$ cat config.mk
export PLATFORM = sky130hd
export DESIGN_NAME = timer_core
export DESIGN_NICKNAME = d
export VERILOG_FILES = /design/src/rtl/timer_core_pkg.sv /design/src/rtl/timer_prescaler.sv /design/src/rtl/timer_core.sv
export SDC_FILE = /design/constraint.sdc
export NUM_CORES = 1
export LEC_CHECK = 0
export ABC_CLOCK_PERIOD_IN_PS = 3490
export CAP_MARGIN = 20
export CELL_PAD_IN_SITES_DETAIL_PLACEMENT = 1
export CELL_PAD_IN_SITES_GLOBAL_PLACEMENT = 1
export CORE_MARGIN = 1
export CORE_UTILIZATION = 49
export CTS_CLUSTER_DIAMETER = 200
export DETAILED_ROUTE_END_ITERATION = 12
export DONT_BUFFER_PORTS = 1
export PLACE_DENSITY_LB_ADDON = 0.1
export SLEW_MARGIN = 30
export SYNTH_ARGS = -nofsm -noshare
export SYNTH_HDL_FRONTEND = slang
export SYNTH_HIERARCHICAL = 1
export SYNTH_SLANG_ARGS = --single-unit
$ cat constraint.sdc
create_clock -name mclk -period 3.49 [get_ports mclk]
set_input_delay 0.698 -clock mclk [delete_from_list [all_inputs] [get_ports mclk]]
set_output_delay 0.698 -clock mclk [all_outputs]
set_load 0.02 [all_outputs]
$ cat src/rtl/timer_core_pkg.sv
/*
  Package for the gated sixteen-bit timer core: register offsets, field
  layouts, reset values and clock source codes.
  Assumes a single 10 MHz clock domain and a byte-wide register port.
*/
package timer_core_pkg;

  // Register port widths
  localparam int ADDR_W = 3;
  localparam int DATA_W = 8;

  // Register offsets
  localparam logic [2:0] OFS_CONTROL = 3'h0;
  localparam logic [2:0] OFS_GATE = 3'h1;
  localparam logic [2:0] OFS_COUNT_LOW = 3'h2;
  localparam logic [2:0] OFS_COUNT_HIGH = 3'h3;
  localparam logic [2:0] OFS_STATUS = 3'h4;

  // Field positions in the gate and status registers
  localparam int GATE_ENABLE_POS = 0;
  localparam int IRQ_ENABLE_POS = 1;
  localparam int STAT_OVERFLOW_POS = 0;
  localparam int STAT_ARMED_POS = 1;
  localparam int STAT_RUNNING_POS = 2;

  // Clock select codes
  localparam logic [1:0] CS_INSTR = 2'h0;
  localparam logic [1:0] CS_SYSTEM = 2'h1;
  localparam logic [1:0] CS_EXTERNAL = 2'h2;
  // System clock select value that runs the secondary oscillator
  localparam logic [1:0] SCS_SEC_OSC = 2'h1;

  // Instruction clock: one tick per four system clocks
  localparam logic [1:0] INSTR_PHASE_LAST = 2'h3;
  localparam logic [15:0] COUNT_MAX = 16'hffff;

  // Reset values
  localparam logic [15:0] COUNT_RESET = 16'h0000;
  localparam logic [7:0] BYTE_RESET = 8'h00;
  localparam logic [2:0] PRESC_RESET = 3'h0;

  // Timer control register, bit 7 down to bit 0
  typedef struct packed {
    logic wide_access_mode_bit;
    logic sync_disable_bit;
    logic sec_osc_enable_bit;
    logic [1:0] prescale_select_field;
    logic [1:0] clock_select_field;
    logic timer_on_bit;
  } ctrl_s;

  localparam ctrl_s CTRL_RESET = '0;

  // Register port request
  typedef struct packed {
    logic [ADDR_W-1:0] addr;
    logic [DATA_W-1:0] wdata;
    logic wr;
    logic rd;
  } reg_req_s;

endpackage

$ cat src/rtl/timer_prescaler.sv
/*
  Prescaler: divides a stream of one-cycle ticks by 1, 2, 4 or 8.
  Assumes ticks and the clear request are on the same clock as the core.
*/
module timer_prescaler (
  // Clock and reset
  input wire logic mclk,
  input wire logic rst_n,
  // Control
  input wire logic tick,
  input wire logic clear,
  input wire logic [1:0] sel,
  // Result
  output logic pulse,
  output logic [2:0] presc_count
);

  typedef struct packed {
    logic [2:0] cnt;
  } presc_state_s;

  presc_state_s st;
  presc_state_s next_st;
  logic [2:0] mask;

  // Mask of low bits that must all be set for the division ratio
  always_comb
  begin
    mask = 3'((4'h1 << sel) - 4'h1);
    pulse = tick && ((st.cnt & mask) == mask);
    next_st = st;
    if (clear)
    begin
      next_st.cnt = timer_core_pkg::PRESC_RESET;
    end
    else if (tick)
    begin
      next_st.cnt = pulse ? timer_core_pkg::PRESC_RESET : st.cnt + 3'h1;
    end
  end

  // State register
  always_ff @(posedge mclk or negedge rst_n)
  begin
    if (!rst_n)
    begin
      st <= '{cnt: timer_core_pkg::PRESC_RESET};
    end
    else
    begin
      st <= next_st;
    end
  end

  assign presc_count = st.cnt;

endmodule

$ cat src/rtl/timer_core.sv
/*
  Gated sixteen-bit timer core with clock source selection, prescaler,
  optional input synchronisation and a byte-wide register port.
  Assumes gate logic outside supplies count_gate_permit on mclk, and that
  the count pin and crystal pin are asynchronous to mclk.
*/
// The strobed register port and the address map were left to the implementer.

////////////////////////////////////////////////////////////////////////////
// Functional notes
// - Sixteen-bit up-counter in two bytes; byte writes change the count, except a wide-mode high write.
// - Off when timer on is clear; gate enable defers to gate permission.
// - Clock select: 01 system, 00 instruction, 10 pin or oscillator.
// - Any timer's oscillator enable starts the shared oscillator for it.
// - System clock source advances once per system clock.
// - External source counts rising edges, synchronised or not.
// - Counter mode needs a falling edge before the first counted rise.
// - Prescaler divides the chosen clock by 1, 2, 4 or 8.
// - Prescaler hidden from software; cleared by counter byte writes, except a wide-mode high write.
// - Sync disable passes the count input without the phase stage.
// - Async external counting continues in sleep; overflow can wake.
// - Mode switches may lose or add one count; not prevented.
// - Oscillator runs on enable, go bit or system select 01.
// - Wide mode: low read latches high byte; high reads the buffer.
// - Wide mode: low write loads buffer and low byte together.
module timer_core (
  // Clock and reset
  input wire logic mclk,
  input wire logic rst_n,
  // Register port
  input wire logic [timer_core_pkg::ADDR_W-1:0] addr,
  input wire logic [timer_core_pkg::DATA_W-1:0] wdata,
  input wire logic wr,
  input wire logic rd,
  output logic [timer_core_pkg::DATA_W-1:0] rdata,
  // Pins
  input wire logic external_count_input,
  input wire logic crystal_in_pin,
  // System side
  input wire logic count_gate_permit,
  input wire logic sleep_mode,
  input wire logic sec_osc_go_bit,
  input wire logic [1:0] system_clock_select,
  input wire logic [1:0] other_osc_enable,
  // Results
  output logic [15:0] count_value,
  output logic sec_osc_run,
  output logic overflow_irq,
  output logic wake_request
);

  ////////////////////////////////////////////////////////////////////////
  // State

  typedef struct packed {
    logic [15:0] count;
    logic [7:0] high_buf;
    timer_core_pkg::ctrl_s ctrl;
    logic gate_enable_bit;
    logic irq_enable;
    logic overflow;
    logic armed;
    logic [1:0] pin_sync;
    logic [1:0] xtal_sync;
    logic pin_phase;
    logic xtal_phase;
    logic prev_level;
    logic [1:0] instr_phase;
    logic [7:0] rdata;
  } core_state_s;

  core_state_s st;
  core_state_s next_st;
  timer_core_pkg::reg_req_s req;
  logic ext_source;
  logic async_ext;
  logic level;
  logic rise;
  logic fall;
  logic src_tick;
  logic count_enable;
  logic inc;
  logic wr_low;
  logic wr_high;
  logic presc_clear;
  logic [2:0] presc_count;

  assign req = '{addr: addr, wdata: wdata, wr: wr, rd: rd};

  ////////////////////////////////////////////////////////////////////////
  // Source selection and enables

  // Pin or crystal, chosen by the oscillator enable
  always_comb
  begin
    ext_source = st.ctrl.clock_select_field == timer_core_pkg::CS_EXTERNAL;
    async_ext = ext_source && st.ctrl.sync_disable_bit;
    // Async path skips the phase stage, the sync path uses it
    if (st.ctrl.sec_osc_enable_bit)
    begin
      level = st.ctrl.sync_disable_bit ? st.xtal_sync[1] : st.xtal_phase;
    end
    else
    begin
      level = st.ctrl.sync_disable_bit ? st.pin_sync[1] : st.pin_phase;
    end
    rise = level && !st.prev_level;
    fall = !level && st.prev_level;
    // Gate and sleep qualification; sleep stops all but async external
    count_enable = st.ctrl.timer_on_bit
                   && (!st.gate_enable_bit || count_gate_permit)
                   && (!sleep_mode || async_ext);
    case (st.ctrl.clock_select_field)
      timer_core_pkg::CS_SYSTEM: src_tick = 1'b1;
      timer_core_pkg::CS_INSTR:
        src_tick = st.instr_phase == timer_core_pkg::INSTR_PHASE_LAST;
      timer_core_pkg::CS_EXTERNAL: src_tick = rise && st.armed;
      default: src_tick = 1'b0;
    endcase
  end

  // Count byte write decode; in wide mode a high write fills buffer and disarms, prescaler kept
  assign wr_low = req.wr && req.addr == timer_core_pkg::OFS_COUNT_LOW;
  assign wr_high = req.wr && req.addr == timer_core_pkg::OFS_COUNT_HIGH;
  assign presc_clear = wr_low
                       || (wr_high && !st.ctrl.wide_access_mode_bit);

  // Prescaler sees only enabled ticks
  timer_prescaler u_prescaler (
    .mclk(mclk),
    .rst_n(rst_n),
    .tick(src_tick && count_enable),
    .clear(presc_clear),
    .sel(st.ctrl.prescale_select_field),
    .pulse(inc),
    .presc_count(presc_count)
  );

  ////////////////////////////////////////////////////////////////////////
  // Next state

  always_comb
  begin
    next_st = st;
    // Two-flop synchronisers, then the phase stage
    next_st.pin_sync = {st.pin_sync[0], external_count_input};
    next_st.xtal_sync = {st.xtal_sync[0], crystal_in_pin};
    next_st.pin_phase = st.pin_sync[1];
    next_st.xtal_phase = st.xtal_sync[1];
    next_st.prev_level = level;
    next_st.instr_phase = st.instr_phase + 2'h1;
    // Falling edge arms the counter; write or disable disarms it
    if (!st.ctrl.timer_on_bit || wr_low || wr_high)
    begin
      next_st.armed = 1'b0;
    end
    else if (fall)
    begin
      next_st.armed = 1'b1;
    end
    // Increment and rollover; a mode switch may slip one count
    if (inc)
    begin
      next_st.count = st.count + 16'h0001;
    end
    // Overflow flag; set wins over a clear in the same cycle
    if (req.wr && req.addr == timer_core_pkg::OFS_STATUS
        && req.wdata[timer_core_pkg::STAT_OVERFLOW_POS])
    begin
      next_st.overflow = 1'b0;
    end
    if (inc && st.count == timer_core_pkg::COUNT_MAX)
    begin
      next_st.overflow = 1'b1;
    end
    // Register writes; a count write beats a same-cycle increment in the bytes it writes
    if (req.wr)
    begin
      case (req.addr)
        timer_core_pkg::OFS_CONTROL:
          next_st.ctrl = timer_core_pkg::ctrl_s'(req.wdata);
        timer_core_pkg::OFS_GATE:
        begin
          next_st.gate_enable_bit =
            req.wdata[timer_core_pkg::GATE_ENABLE_POS];
          next_st.irq_enable = req.wdata[timer_core_pkg::IRQ_ENABLE_POS];
        end
        timer_core_pkg::OFS_COUNT_LOW:
          if (st.ctrl.wide_access_mode_bit)
          begin
            next_st.count = {st.high_buf, req.wdata};
          end
          else
          begin
            next_st.count[7:0] = req.wdata;
          end
        timer_core_pkg::OFS_COUNT_HIGH:
          if (st.ctrl.wide_access_mode_bit)
          begin
            next_st.high_buf = req.wdata;
          end
          else
          begin
            next_st.count[15:8] = req.wdata;
          end
        default: ;
      endcase
    end
    // Read data, one cycle after the strobe; unmapped reads zero
    next_st.rdata = timer_core_pkg::BYTE_RESET;
    if (req.rd)
    begin
      case (req.addr)
        timer_core_pkg::OFS_CONTROL: next_st.rdata = st.ctrl;
        timer_core_pkg::OFS_GATE:
          next_st.rdata = {6'h00, st.irq_enable, st.gate_enable_bit};
        timer_core_pkg::OFS_COUNT_LOW:
        begin
          next_st.rdata = st.count[7:0];
          if (st.ctrl.wide_access_mode_bit)
          begin
            next_st.high_buf = st.count[15:8];
          end
        end
        timer_core_pkg::OFS_COUNT_HIGH:
          next_st.rdata = st.ctrl.wide_access_mode_bit ? st.high_buf
                          : st.count[15:8];
        timer_core_pkg::OFS_STATUS:
          next_st.rdata = {5'h00, count_enable, st.armed, st.overflow};
        default: next_st.rdata = timer_core_pkg::BYTE_RESET;
      endcase
    end
  end

  // State register
  always_ff @(posedge mclk or negedge rst_n)
  begin
    if (!rst_n)
    begin
      st <= '{count: timer_core_pkg::COUNT_RESET,
              high_buf: timer_core_pkg::BYTE_RESET,
              ctrl: timer_core_pkg::CTRL_RESET,
              rdata: timer_core_pkg::BYTE_RESET,
              default: '0};
    end
    else
    begin
      st <= next_st;
    end
  end

  ////////////////////////////////////////////////////////////////////////
  // Outputs

  // Shared oscillator request, also kept alive through sleep
  assign sec_osc_run = st.ctrl.sec_osc_enable_bit
                       || (|other_osc_enable)
                       || sec_osc_go_bit
                       || system_clock_select == timer_core_pkg::SCS_SEC_OSC;
  assign overflow_irq = st.overflow && st.irq_enable;
  assign wake_request = overflow_irq && sleep_mode;
  assign count_value = st.count;
  assign rdata = st.rdata;
endmodule

==> flow_summary.json <==
{
  "hold_class": "in -> async",
  "cts_root_buffer": "clkbuf_8",
  "cts.sinks": 56,
  "hold_buffers": 0,
  "n_antenna_cell": 0,
  "synth-edff-count": 0,
  "cts_setup_buffers": 0,
  "setup_tns_ns": 0,
  "yosysUniqueCellTypes": 53,
  "reg2reg_slack_ns": 0.91,
  "fmax_mhz": 387,
  "layout_common_cells": "dfrtp_1, nand2_1, o21ai_0",
  "yosys_warnings": 6,
  "peakVddDrop_v": 0.000384,
  "synth_area_per_cell_sq_um": 9.96,
  "first_global_vias": 2364,
  "layout_worst_path_cycle_share": 0.740,
  "fin_nets": 316,
  "synth_top_area_cell": "dfrtp_1",
  "maxSlewHeadroom": 0.490,
  "start_kind": "register",
  "clock_latency_ns": 0.31,
  "powerDensity_nw_per_um2": 550,
  "crit_top_cell": "nand3_1",
  "p_clk_frac": 0.220,
  "synthFlopType": "dfrtp_1",
  "drive_above_1_share": 0.128,
  "synthTopCellsByArea": "dfrtp_1, buf_4, nand2_1",
  "synth_top_area_share": 0.438,
  "io_buffers": 0,
  "track_usage": 0.269,
  "finalHoldViolCount": 0,
  "synthArstFlopShare": 1.00,
  "mostFrequentLayoutCell": "dfrtp_1",
  "ctsResizeCount": 0,
  "viasPerCell": 6.33,
  "cp_slowest_cell": "nor4_1",
  "setup_viol": 0,
  "maxCapViolCount": 0,
  "critPathCaptureType": "register",
  "reg2reg_depth": 8,
  "period_needed_ns": 2.58,
  "ys_seq_area_frac": 0.438,
  "numCtsBuffers": 5,
  "antenna_found_initial": 0,
  "path_cells": "mux4_2 -> nand3_1 -> a211oi_1 -> buf_4 -> and2_2 -> nand3_1 -> nor4_1 -> a22o_1",
  "tightest_slew_ns": 0.759,
  "core_area_sq_um": 6310,
  "path_clk_slew_ns": 0.10,
  "grt_max_degree": 57,
  "crit_type": "reg -> reg",
  "avgRoutedWirePerCell_um": 23.1,
  "syn_inst": 321,
  "area_delta_synth_final_pct": -1.96,
  "route.detailed.drc": 0,
  "clock_skew_ns": 0.00884,
  "ys_seq_elements": 56,
  "holdWs_ns": 0.0661,
  "firstDrtPassIters": 4,
  "die_w_um": 82.8,
  "syn_area_sq_um": 3200,
  "grt.overflow.total": 0,
  "power.share.switching": 0.373,
  "start_util": 0.507,
  "cellLeakagePower_nw": 1.25,
  "rsz0062_at_grt": "false",
  "cts_htree_levels": 2,
  "hpwl_mm": 5.94,
  "power_frac_seq": 0.597,
  "finalWirelength_mm": 8.47,
  "via_count": 2323,
  "cp.depth": 8,
  "die_area_sq_um": 6850,
  "drtAntennaViolNets": 0,
  "arrival_ns": 2.84,
  "grt_first_pass_wirelength_mm": 13.3,
  "gp_congestion": 0.817,
  "max_stage_delay_ns": 0.55,
  "comb_power_share": 0.183,
  "p_sw_mw": 0.644,
  "critical-path-top-delay-family": "simple AND/OR/NAND/NOR gates",
  "crit_required_ns": 3.74,
  "status": "finished clean",
  "die_y_um": 82.8,
  "reg2reg_from": "st[27]$_DFFE_PN0P_",
  "r2r-end": "st[18]$_DFFE_PN0P_",
  "cts_tree": "built",
  "critPathBufInv": 1,
  "report.final.slew_viol_count": 0,
  "row_count": 29,
  "ios": 51,
  "drt_iter0_markers": 158,
  "clock_path_buffers": 2,
  "crit_fanout": 8,
  "synthesis.nets": 348,
  "internal_power_mw": 1.08
}
Yosys cell counts, drive strengths merged, types with 7 or more instances:
| library cell | instances |
|---|---|
| mux2 | 10 |
| a21oi | 13 |
| nand3 | 11 |
| xnor2 | 10 |
| o21ai | 25 |
| nor2 | 12 |
| nand3b | 7 |
| nand2 | 36 |
| buf | 38 |
| inv | 10 |
| dfrtp | 56 |
| mux2i | 10 |
| nor3 | 7 |
through the flow:
step	total power [mW]	setup slack, ns	cell area, sq um	cells	util
2_1_floorplan	1.31	0.792	3200	321	-
3_3_place_gp	1.34	1.02	3040	359	0.481
3_5_place_dp	1.35	0.953	3040	359	0.481
4_1_cts	1.74	0.914	3130	367	0.496
5_1_grt	1.81	0.760	3140	367	0.497
6_report	1.72	0.907	3140	367	0.497
registers in the layout, indices dropped and copies added, names as in the netlist:
name / cells
count_value: 16
next_st: 4
rdata: 8
st: 25
u_prescaler/presc_count: 3
worst register-to-register path: stages, from the launching register on:
cell,delay (ns)
dfrtp_1,0.44
mux4_2,0.37
nand3_1,0.08
a211oi_1,0.24
buf_4,0.19
and2_2,0.23
nand3_1,0.21
nor4_1,0.55
a22o_1,0.21
how the worst max path moves through the flow:
stage / from / to
2_1_floorplan: st[27]$_DFFE_PN0P_ / count_value[14]$_DFF_PN0_
3_3_place_gp: st[27]$_DFFE_PN0P_ / count_value[14]$_DFF_PN0_
3_5_place_dp: st[27]$_DFFE_PN0P_ / count_value[14]$_DFF_PN0_
4_1_cts: st[27]$_DFFE_PN0P_ / st[18]$_DFFE_PN0P_
5_1_grt: st[27]$_DFFE_PN0P_ / count_value[12]$_DFF_PN0_
6_report: st[27]$_DFFE_PN0P_ / st[18]$_DFFE_PN0P_
cell type report:
cell class,count,area (sq um)
multi-input cells,214,1490
flip-flops and latches,56,1400
clock buffers,5,68.8
inverters,10,37.5
well taps,77,96.3
repair buffers,2,15.0
clock inverters,3,27.5
fillers,719,3180
cell families after synthesis:
group	count (synthesis)	share of synthesized area
buf+inv	51	0.0970
mux	21	0.0736
fa+ha+maj	3	0.0117
flops	56	0.438
xor+xnor	16	0.0438
simple gates	103	0.194
compound gates	71	0.142
power groups by stage:
stage               Sequential, mW  Clock (mW)  Combinational (mW)
floorplan                    0.887           0               0.423
global placement              1.03           0               0.305
detailed placement            1.04           0               0.316
CTS                           1.03       0.395               0.318
global route                  1.05       0.409               0.354
finish                        1.03       0.379               0.316
layer usage:
metal,vias to the layer above,global-route usage,share of wire
met3,16,0.0557,0.061
met5,-,0,0
met4,0,0.0759,0.019
met1,1162,0.375,0.45
li1,1060,-,-
met2,85,0.421,0.47
No activity file was read; power rests on OpenSTA's default activity.
